==> src/design/ocr_pkg.sv <==
// Purpose: Constants and carrier types for the output state register bank
// Assumes: Byte-wide register port in front of the bank
// Notes: Clock output config offsets are local placements
package ocr_pkg;

  localparam int NCLK = 10;
  localparam int NSREF = 8;

  // ==========================================================
  // Register offsets
  localparam logic [7:0] SREF_DLY_ADDR [NSREF] = '{
    8'h28, 8'h29, 8'h2A, 8'h38, 8'h39, 8'h48, 8'h49, 8'h58};
  localparam logic [7:0] SREF_DRV_ADDR [NSREF] = '{
    8'h2C, 8'h2D, 8'h2E, 8'h3C, 8'h3D, 8'h4C, 8'h4D, 8'h5C};
  localparam logic [7:0] SREF_EN_ADDR = 8'h76;
  localparam logic [7:0] CLK_CFG_BASE = 8'h60;

  // ==========================================================
  // Field positions
  localparam int DLY_FINE_HI = 0;
  localparam int DLY_COARSE_LSB = 1;
  localparam int DLY_SRC = 4;
  localparam int DLY_FINE_LSB = 5;
  localparam int DRV_SWING_LSB = 2;
  localparam int DRV_FMT = 4;
  localparam int DRV_BIAS = 5;
  localparam int DRV_PD = 7;
  localparam int CC_EN = 0;
  localparam int CC_FMT = 1;
  localparam int CC_SWING_LSB = 2;

  // ==========================================================
  // Writable masks and reset values
  localparam logic [7:0] DLY_MASK = 8'h7F;
  localparam logic [7:0] DRV_MASK = 8'hBC;
  localparam logic [7:0] CC_MASK = 8'h0F;
  localparam logic [7:0] DLY_RESET = 8'h10;
  localparam logic [7:0] DRV_RESET = 8'h00;
  localparam logic [7:0] EN_RESET = 8'h00;
  localparam logic [7:0] CC_RESET = 8'h00;

  // ==========================================================
  // Delay figures in ps
  localparam logic [10:0] COARSE_STEP_PS = 11'd169;
  localparam logic [10:0] FINE_PS [8] = '{
    11'd0, 11'd25, 11'd50, 11'd75, 11'd85, 11'd110, 11'd135, 11'd160};
  localparam logic [10:0] FINE_MAX_PS = 11'd160;

  // ==========================================================
  // Carriers
  typedef struct packed {
    logic [1:0] swing;
    logic fmt;
    logic en;
  } ocr_clk_cfg_t;

  typedef struct packed {
    logic pd;
    logic bias;
    logic fmt;
    logic [1:0] swing;
    logic en;
    logic src;
    logic [2:0] coarse;
    logic [2:0] fine;
    logic [10:0] delay_ps;
  } ocr_sref_cfg_t;

endpackage

==> src/design/ocr_output_state_regs.sv <==
// Purpose: Output stage configuration registers for clock and SYSREF outs
// Assumes: Serial front end delivers byte reads and writes on one clock
// Notes: Outputs are registered copies of the effective settings
`timescale 1ns/1ps

module ocr_output_state_regs (
  input wire logic CLK,
  input wire logic RST_B,
  input wire logic [7:0] REG_ADDR,
  input wire logic [7:0] REG_WDATA,
  input wire logic REG_WR,
  input wire logic REG_RD,
  output logic [7:0] REG_RDATA,
  output logic REG_RVALID,
  output ocr_pkg::ocr_clk_cfg_t [ocr_pkg::NCLK-1:0] CLK_OUT_CFG,
  output ocr_pkg::ocr_sref_cfg_t [ocr_pkg::NSREF-1:0] SREF_OUT_CFG
);

  // ==========================================================
  // Helpers

  // Finds a SYSREF register slot; bit 3 flags a hit
  function automatic logic [3:0] sref_find(
    input logic [7:0] a,
    input logic drv
  );
    logic [3:0] r;
    r = 4'h0;
    for (int i = 0; i < ocr_pkg::NSREF; i++) begin
      if (a == (drv ? ocr_pkg::SREF_DRV_ADDR[i]
                    : ocr_pkg::SREF_DLY_ADDR[i])) begin
        r = {1'b1, 3'(i)};
      end
    end
    return r;
  endfunction

  // Total SYSREF delay in ps from coarse and fine codes
  function automatic logic [10:0] delay_of(
    input logic [2:0] c,
    input logic [2:0] f
  );
    logic [10:0] d;
    d = 11'(11'(c) * ocr_pkg::COARSE_STEP_PS);
    return 11'(d + ocr_pkg::FINE_PS[f]);
  endfunction

  // ==========================================================
  // Storage
  logic [7:0] sref_dly_ff [ocr_pkg::NSREF];
  logic [7:0] sref_drv_ff [ocr_pkg::NSREF];
  logic [7:0] sref_en_ff;
  logic [3:0] clk_cfg_ff [ocr_pkg::NCLK];

  // ==========================================================
  // Address decode
  logic [3:0] dly_find;
  logic [3:0] drv_find;
  logic en_hit;
  logic clk_hit;
  logic [3:0] clk_idx;
  logic [7:0] clk_off;

  assign dly_find = sref_find(REG_ADDR, 1'b0);
  assign drv_find = sref_find(REG_ADDR, 1'b1);
  assign en_hit = (REG_ADDR == ocr_pkg::SREF_EN_ADDR);
  assign clk_off = 8'(REG_ADDR - ocr_pkg::CLK_CFG_BASE);
  // Ten consecutive clock output slots
  assign clk_hit = (REG_ADDR >= ocr_pkg::CLK_CFG_BASE) &&
                   (clk_off < 8'(ocr_pkg::NCLK));
  assign clk_idx = clk_off[3:0];

  // ==========================================================
  // SYSREF delay and source registers
  always_ff @(posedge CLK or negedge RST_B) begin
    if (!RST_B) begin
      for (int i = 0; i < ocr_pkg::NSREF; i++) begin
        sref_dly_ff[i] <= ocr_pkg::DLY_RESET;
      end
    end else if (REG_WR && dly_find[3]) begin
      // Reserved D7 stays zero
      sref_dly_ff[dly_find[2:0]] <= REG_WDATA & ocr_pkg::DLY_MASK;
    end
  end

  // SYSREF drive registers
  always_ff @(posedge CLK or negedge RST_B) begin
    if (!RST_B) begin
      for (int i = 0; i < ocr_pkg::NSREF; i++) begin
        sref_drv_ff[i] <= ocr_pkg::DRV_RESET;
      end
    end else if (REG_WR && drv_find[3]) begin
      // Reserved D6, D1 and D0 stay zero
      sref_drv_ff[drv_find[2:0]] <= REG_WDATA & ocr_pkg::DRV_MASK;
    end
  end

  // Shared SYSREF enable register
  always_ff @(posedge CLK or negedge RST_B) begin
    if (!RST_B) begin
      sref_en_ff <= ocr_pkg::EN_RESET;
    end else if (REG_WR && en_hit) begin
      sref_en_ff <= REG_WDATA;
    end
  end

  // Device clock output registers
  always_ff @(posedge CLK or negedge RST_B) begin
    if (!RST_B) begin
      for (int i = 0; i < ocr_pkg::NCLK; i++) begin
        clk_cfg_ff[i] <= ocr_pkg::CC_RESET[3:0];
      end
    end else if (REG_WR && clk_hit) begin
      clk_cfg_ff[clk_idx] <= REG_WDATA[3:0];
    end
  end

  // ==========================================================
  // Read path
  logic [7:0] nxt_rdata;

  // Unmapped offsets read zero
  always_comb begin
    nxt_rdata = 8'h00;
    if (dly_find[3]) begin
      nxt_rdata = sref_dly_ff[dly_find[2:0]];
    end else if (drv_find[3]) begin
      nxt_rdata = sref_drv_ff[drv_find[2:0]];
    end else if (en_hit) begin
      nxt_rdata = sref_en_ff;
    end else if (clk_hit) begin
      nxt_rdata = {4'h0, clk_cfg_ff[clk_idx]};
    end
  end

  // Read data lands one cycle after the strobe
  always_ff @(posedge CLK or negedge RST_B) begin
    if (!RST_B) begin
      REG_RDATA <= 8'h00;
      REG_RVALID <= 1'b0;
    end else begin
      REG_RVALID <= REG_RD;
      if (REG_RD) begin
        REG_RDATA <= nxt_rdata;
      end
    end
  end

  // ==========================================================
  // Effective device clock settings
  always_ff @(posedge CLK or negedge RST_B) begin
    if (!RST_B) begin
      CLK_OUT_CFG <= '0;
    end else begin
      for (int i = 0; i < ocr_pkg::NCLK; i++) begin
        CLK_OUT_CFG[i].swing <=
          clk_cfg_ff[i][ocr_pkg::CC_SWING_LSB +: 2];
        CLK_OUT_CFG[i].fmt <= clk_cfg_ff[i][ocr_pkg::CC_FMT];
        CLK_OUT_CFG[i].en <= clk_cfg_ff[i][ocr_pkg::CC_EN];
      end
    end
  end

  // Effective SYSREF settings; power-down forces format, swing and enable off, bias passes through
  always_ff @(posedge CLK or negedge RST_B) begin
    if (!RST_B) begin
      SREF_OUT_CFG <= '0;
    end else begin
      for (int i = 0; i < ocr_pkg::NSREF; i++) begin : g_sref
        logic pd;
        logic [2:0] cr;
        logic [2:0] fn;
        pd = sref_drv_ff[i][ocr_pkg::DRV_PD];
        cr = sref_dly_ff[i][ocr_pkg::DLY_COARSE_LSB +: 3];
        fn = {sref_dly_ff[i][ocr_pkg::DLY_FINE_HI],
              sref_dly_ff[i][ocr_pkg::DLY_FINE_LSB +: 2]};
        SREF_OUT_CFG[i].pd <= pd;
        SREF_OUT_CFG[i].bias <= sref_drv_ff[i][ocr_pkg::DRV_BIAS];
        SREF_OUT_CFG[i].fmt <= !pd &&
          sref_drv_ff[i][ocr_pkg::DRV_FMT];
        SREF_OUT_CFG[i].swing <= pd ? 2'b00 :
          sref_drv_ff[i][ocr_pkg::DRV_SWING_LSB +: 2];
        // A0 sits at the top bit of the shared enable register
        SREF_OUT_CFG[i].en <= !pd &&
          sref_en_ff[ocr_pkg::NSREF-1-i];
        SREF_OUT_CFG[i].src <= sref_dly_ff[i][ocr_pkg::DLY_SRC];
        SREF_OUT_CFG[i].coarse <= cr;
        SREF_OUT_CFG[i].fine <= fn;
        SREF_OUT_CFG[i].delay_ps <= delay_of(cr, fn);
      end
    end
  end
endmodule // ocr_output_state_regs

==> config.mk <==
export PLATFORM = sky130hd
export DESIGN_NAME = ocr_output_state_regs
export DESIGN_NICKNAME = d
export VERILOG_FILES = /design/src/design/ocr_pkg.sv /design/src/design/ocr_output_state_regs.sv
export SDC_FILE = /design/constraint.sdc
export NUM_CORES = 1
export LEC_CHECK = 0
export BUFFER_PORTS_ARGS = -buffer_cell sky130_fd_sc_hd__clkbuf_2
export CORE_AREA = 2 2 181 183
export CTS_CLUSTER_SIZE = 40
export DETAILED_ROUTE_END_ITERATION = 10
export DIE_AREA = 0 0 183 185
export GPL_ROUTABILITY_DRIVEN = 0
export GPL_TIMING_DRIVEN = 0
export HOLD_SLACK_MARGIN = 0.15
export PLACE_DENSITY = 0.8
export SYNTH_ARGS = -nofsm -noshare
export SYNTH_HDL_FRONTEND = slang
export SYNTH_SLANG_ARGS = --single-unit
export TNS_END_PERCENT = 5
==> constraint.sdc <==
create_clock -name CLK -period 3.6 [get_ports CLK]
set_clock_uncertainty 0.05 [all_clocks]
set_input_delay 0.18 -clock CLK [delete_from_list [all_inputs] [get_ports CLK]]
set_output_delay 0.18 -clock CLK [all_outputs]
set_load 0.05 [all_outputs]
* After elaboration in Yosys (flattened, before gate mapping)
Memory sizes are Yosys's and may differ from the RTL's.
Cells that the tools add are included.
** Storage, ports and cells
- Register bits :: 417
- Logic and storage cells :: 294
- Memories kept :: 8
- Bits of input ports :: 20
- Bits in read-only memories :: 704
- Output and inout bits :: 241
** Memories
- (name not given) :: depth 8, width 11, read ports 1, clocked after Yosys merged registers in 0, wr ports 0, line ocr_output_state_regs.sv:45 : return 11'(d + ocr_pkg::FINE_PS[f]);
- (name not given) :: depth 8, width 11, read ports 1, clocked after Yosys merged registers in 0, wr ports 0, line ocr_output_state_regs.sv:45
- (name not given) :: depth 8, width 11, read ports 1, clocked after Yosys merged registers in 0, wr ports 0, line ocr_output_state_regs.sv:45
- (name not given) :: depth 8, width 11, read ports 1, clocked after Yosys merged registers in 0, wr ports 0, line ocr_output_state_regs.sv:45
- (name not given) :: depth 8, width 11, read ports 1, clocked after Yosys merged registers in 0, wr ports 0, line ocr_output_state_regs.sv:45
- (name not given) :: depth 8, width 11, read ports 1, clocked after Yosys merged registers in 0, wr ports 0, line ocr_output_state_regs.sv:45
- 2 more memories
** Cells by class
- Reduce and logical (&&, ||, !) cells :: 32
- Multipliers :: 8
- Add/sub/neg operators :: 9
- Bitwise gates (word level) :: 11
- Equality and inequality tests :: 17
- Multiplexer cells :: 62
- Magnitude comparators :: 16
** Operators by type and width (number)
- $mux W11 :: 16
- $bwmux W64 :: 2
- $add A11 B11 Y11 :: 8
- $mul A3 B8 Y11 const B :: 8
- $eq A8 B6 Y1 const B :: 10
- $mux W4 :: 20
- $mux W8 :: 9
- $eq A8 B7 Y1 const B :: 7
- $bmux W8 S3 :: 2
- $demux W8 S3 :: 2
- $bwmux W40 :: 1
- $ge A4 B4 Y1 const B :: 10
- $not A3 Y4 :: 10
- $logic_and A1 B1 Y1 :: 24
- $bmux W4 S4 :: 1
- $demux W4 S4 :: 1
- $mux W2 :: 8
- $ge A8 B7 Y1 const B :: 1
- $logic_not A1 Y1 :: 8
- $lt A4 B1 Y1 const B :: 2
- $lt A8 B4 Y1 const B :: 1
- $sub A8 B7 Y8 const B :: 1
- $ge A5 B5 Y1 const B :: 1
- $lt A5 B1 Y1 const B :: 1
- $not A4 Y5 :: 1

* Depth between registers and ports, before layout
- Depth in word-level cells :: 15
- Gate-level depth with buffers :: 15
- Gate-level depth less buffers :: 15

* Worst setup path after synthesis
OpenSTA, ideal clock, no wires.
- Kind :: register to register
- Start :: register sref_dly_ff[45] (netlist name)
- End :: register SREF_OUT_CFG[57] (netlist name)
- Cell stages (with the launch flop) :: 15
- Arrival time :: 2710 ps
- Library setup time :: 131 ps
- Buffers on the path :: 0
- Required time :: 3419 ps
- Slack :: 709 ps
- Period minus slack after synthesis :: 2891 ps
- Cell sequence :: dfrtp_1 -> inv_1 -> ha_1 -> nand2_1 -> o21ai_0 -> ha_1 -> ha_1 -> fa_1 -> a21oi_1 -> nor2_1 -> nor2_1 -> o21bai_1 -> a21oi_1 -> o21ai_0 -> xor2_1
** On the way
- Longest elaborated chain between the ends :: 5
** RTL lines
- start: declaration :: line ocr_output_state_regs.sv:50 : logic [7:0] sref_dly_ff [ocr_pkg::NSREF];
- start signal: indexed assignment :: line ocr_output_state_regs.sv:78 : sref_dly_ff[i] <= ocr_pkg::DLY_RESET;
- start signal: indexed assignment :: line ocr_output_state_regs.sv:82 : sref_dly_ff[dly_find[2:0]] <= REG_WDATA & ocr_pkg::DLY_MASK;
- $not A3 Y4 (not written as such) :: line ocr_output_state_regs.sv:45
- $mem_v2 Z8 W11
- $mux W11 (not written as such) (2 in series) :: line ocr_output_state_regs.sv:45
- $add A11 B11 Y11 :: line ocr_output_state_regs.sv:45
- end: declaration :: line ocr_output_state_regs.sv:16 : output ocr_pkg::ocr_sref_cfg_t [ocr_pkg::NSREF-1:0] SREF_OUT_CFG
Every way passes these cells. The select of a mux whose other input is x is not followed.
A chain may end at the register's enable or synchronous reset.

* Final worst setup path
- Start :: register sref_dly_ff[29] (netlist name)
- End :: register SREF_OUT_CFG[105] (netlist name)
The elaborated chain is that of the path after synthesis.

==> impl_metrics.py <==
metrics = {
    "floorplan": {
        "die_w_um": 183,
        "dieHeight_um": 185,
        "core_mm2": 0.0320,
        "std_cell_rows": 66,
        "start_util_pct": 56.8,
        "die-area_mm2": 0.0339,
        "io_pins": 261,
    },
    "cts": {
        "cts_sinks": 385,
        "cts_root_buf": "clkbuf_16",
        "cts.clk_slew.worst_paths_ns": 0.06,
        "htreeDepth": 2,
        "clkLatencyLatePin_ns": 0.52,
        "clockBufferDepth": 3,
        "cts_buffers": 40,
        "cts_tree": "yes",
        "post_cts_resized": 0,
    },
    "final_layout": {
        "ff_latch_area_mm2": 0.00964,
        "multiInputGateArea_mm2": 0.00810,
        "nets": 1924,
        "n_fill_cell": 2343,
        "drive_gt1_share_pct": 29.2,
        "fin_util_pct": 66.9,
        "fin_area_mm2": 0.0214,
        "area_delta_synth_final_pct": 17.7,
    },
    "placed_design": {
        "post_dp_cell_area_mm2": 0.0201,
        "place_hpwl_mm": 31.0,
        "portBuffers": 253,
    },
    "global_routing": {
        "grt_pass1_vias": 12000,
        "grt_usage_pct": 25.2,
        "antenna_found_initial": 1,
        "grt_max_degree": 115,
        "grt_overflow": 0,
        "grt_first_pass_wirelength_mm": 65.8,
    },
    "routing": {
        "drc": 0,
        "drtPass1Iterations": 5,
        "drtIter0Drc": 812,
        "wl_per_cell_um": 19.8,
        "vias": 11900,
        "drt.antenna.violating_nets": 0,
        "viasPerCell": 5.54,
        "wl_mm": 42.3,
    },
    "timing": {
        "min_period_ns": 3.30,
        "relSlewSlack_pct": 42.8,
        "post-route-period-util_pct": 91.6,
        "rsz0062_at_grt": "false",
        "worst_pin_slew_ns": 0.851,
        "max_freq_mhz": 303,
        "finalSetupViolCount": 0,
        "final_hold_viol_count": 0,
        "slew_violations": 0,
    },
    "critical_path": {
        "critPathKind": "reg -> reg",
        "startpoint_type": "flop",
        "crit_required_ns": 3.94,
        "cp_data_arrival_time_ns": 3.64,
        "path_max_fanout": 8,
        "endpoint_kind": "flop",
    },
    "synth": {
        "synth_cells": 1399,
        "synth_ff_type": "dfrtp_1",
        "syn_area_per_cell_um2": 13.0,
        "yosys_register_bits": 385,
        "synth_edf_count": 0,
        "async_reset_ff_share_pct": 100,
        "synth_area_mm2": 0.0182,
        "yosysWarnings": 0,
        "synth_cell_types": 66,
        "syn-num-nets": 1619,
        "ys_seq_area_share_pct": 53.0,
    },
    "power": {
        "seq_power_share_pct": 45.2,
        "p_leak_nw": 11.5,
        "p_per_area_mw_per_mm2": 485,
        "switching_share_pct": 28.4,
        "pwr-share-clk_pct": 39.1,
        "max-vdd-ir-drop_mv": 0.504,
        "power.internal_mw": 7.44,
        "power.switching_mw": 2.95,
        "pwr-share-comb_pct": 15.7,
    },
    "status": {
        "status": "finished clean",
    },
    "job": {
        "maxCapViolations": 0,
    },
    "worst_hold_path": {
        "min_path_type": "in -> reg",
    },
}
-- through the flow --
step / cells / worst slack [ns] / hold slack, ns / TNS (ns) / power (mW)
after CTS: 2141 / 0.308 / 0.184 / 0 / 10.5
after global placement: 2060 / -5.65 / 0.294 / -2134.16 / 6.34
after floorplan: 1399 / 0.709 / -0.166 / 0 / 5.90
final: 2142 / 0.303 / 0.208 / 0 / 10.4
after detailed placement: 2063 / 0.326 / 0.254 / 0 / 6.39
after global routing: 2141 / 0.0557 / 0.236 / 0 / 10.8
-- flip-flops by register name, summed over array words and instances (netlist names) --
name / cells
SREF_OUT_CFG: 192
sref_dly_ff: 56
CLK_OUT_CFG: 40
clk_cfg_ff: 40
sref_drv_ff: 40
REG_RDATA: 8
sref_en_ff: 8
REG_RVALID: 1
-- worst paths after layout --
path                                              from                          end  slack, ns  cells past startpoint
max in group asynchronous                        RST_B    CLK_OUT_CFG[20]$_DFF_PN0_       2.25                      3
min reg2reg                sref_drv_ff[29]$_DFFE_PN0P_  SREF_OUT_CFG[118]$_DFF_PN0_       0.35                      0
min                                       REG_WDATA[6]  sref_dly_ff[30]$_DFFE_PN0P_       0.21                      3
max reg2reg                sref_dly_ff[29]$_DFFE_PN0P_  SREF_OUT_CFG[105]$_DFF_PN0_       0.30                     14
min in group asynchronous                        RST_B   SREF_OUT_CFG[54]$_DFF_PN0_       0.25                      2
max                        sref_dly_ff[29]$_DFFE_PN0P_  SREF_OUT_CFG[105]$_DFF_PN0_       0.30                     14
-- area by class of cell --
| class | count | share of cell area, % |
|---|---|---|
| multi-input combinational | 910 | 37.8 |
| clock inverter | 15 | 0.719 |
| clock buffer | 56 | 5.29 |
| buffer | 40 | 0.952 |
| sequential | 385 | 45.0 |
| tap | 408 | 2.38 |
| timing repair buffer | 263 | 6.67 |
| inverter | 64 | 1.12 |
| antenna | 1 | 0.0117 |
-- worst max-delay path, stage by stage (launching register included) --
cell	delay (ns)
dfrtp_1	0.51
inv_1	0.15
ha_1	0.33
nand2_1	0.06
o21ai_0	0.10
ha_1	0.30
ha_1	0.23
fa_1	0.42
a21oi_1	0.17
nor2_1	0.05
nor2_1	0.16
o21bai_1	0.10
a21oi_1	0.24
o21ai_0	0.15
xor2_1	0.15
-- metal layers --
metal | GRT usage, % | part of all wire, %
met1 | 33.7 | 43
met5 | 0 | 0
met4 | 7.14 | 2.7
met2 | 41.8 | 48
met3 | 5.60 | 6.2
-- power groups by stage --
stage	combinational, mW	sequential (mW)	clock, mW
after floorplan	0.615	5.29	0
after global placement	1.57	4.77	0
after detailed placement	1.62	4.77	0
after CTS	1.64	4.69	4.13
after global routing	1.77	4.71	4.32
final	1.63	4.69	4.06
-- cells by family (layout without fill, tap and decap cells) --
logic type | after synthesis | count (layout) | synth area share [%]
mux | 204 | 204 | 13.3
flops | 385 | 385 | 53.0
compound gates | 189 | 189 | 6.31
fa+ha+maj | 200 | 200 | 14.4
buf+inv | 104 | 438 | 2.44
simple gates | 251 | 251 | 7.35
other cells | 0 | 1 | 0
xor+xnor | 66 | 66 | 3.22
-- Yosys cell counts (all sizes together), types with 4 or more instances --
cell type / instances / area share [%]
a211oi: 6 / 0.25
a221oi: 4 / 0.19
inv: 64 / 1.3
nand4: 5 / 0.17
nor2b: 46 / 1.6
a21oi: 72 / 2.0
and3: 4 / 0.14
a21o: 13 / 0.54
and2: 10 / 0.34
clkbuf: 20 / 0.41
o22ai: 7 / 0.24
xor2: 32 / 1.6
mux2: 155 / 9.7
nand2b: 6 / 0.21
nand2: 87 / 1.8
nor4: 6 / 0.32
mux2i: 37 / 2.0
mux4: 12 / 1.5
fa: 16 / 1.8
nand3: 20 / 0.58
nor2: 39 / 0.89
o21ai: 53 / 1.5
dfstp: 8 / 1.2
o21bai: 16 / 0.66
ha: 184 / 13
buf: 20 / 0.71
nor3b: 7 / 0.43
dfrtp: 377 / 52
nor3: 13 / 0.53
xnor2: 34 / 1.6
-- cell usage in the layout (no fill, tap or decap), types with 8 or more instances in the layout --
cell,Yosys,routed
mux2_2,121,121
clkbuf_16,0,41
nor3_1,8,8
clkbuf_2,0,252
dfrtp_1,377,377
a21oi_1,71,71
o21ai_0,50,50
ha_1,184,184
xor2_1,31,31
o21bai_1,16,16
buf_2,10,10
xnor2_1,34,34
a21o_1,13,13
nor2b_1,46,46
and2_1,10,10
clkbuf_1,20,30
inv_1,64,64
fa_1,16,16
mux2_1,27,27
clkinv_2,0,11
nor2_1,35,35
nand2_1,85,85
nand3_1,19,19
dfstp_2,8,8
mux4_2,12,12
mux2i_1,37,37
-- what timing repair did --
action | 4_1_cts | 5_1_grt
setup buffers | 0 | 0
hold endpoints to repair | 132 | 0
hold buffers | 7 | 0
endpoints found under the setup margin | 0 | 0
Power figures use the tool's default switching activity.
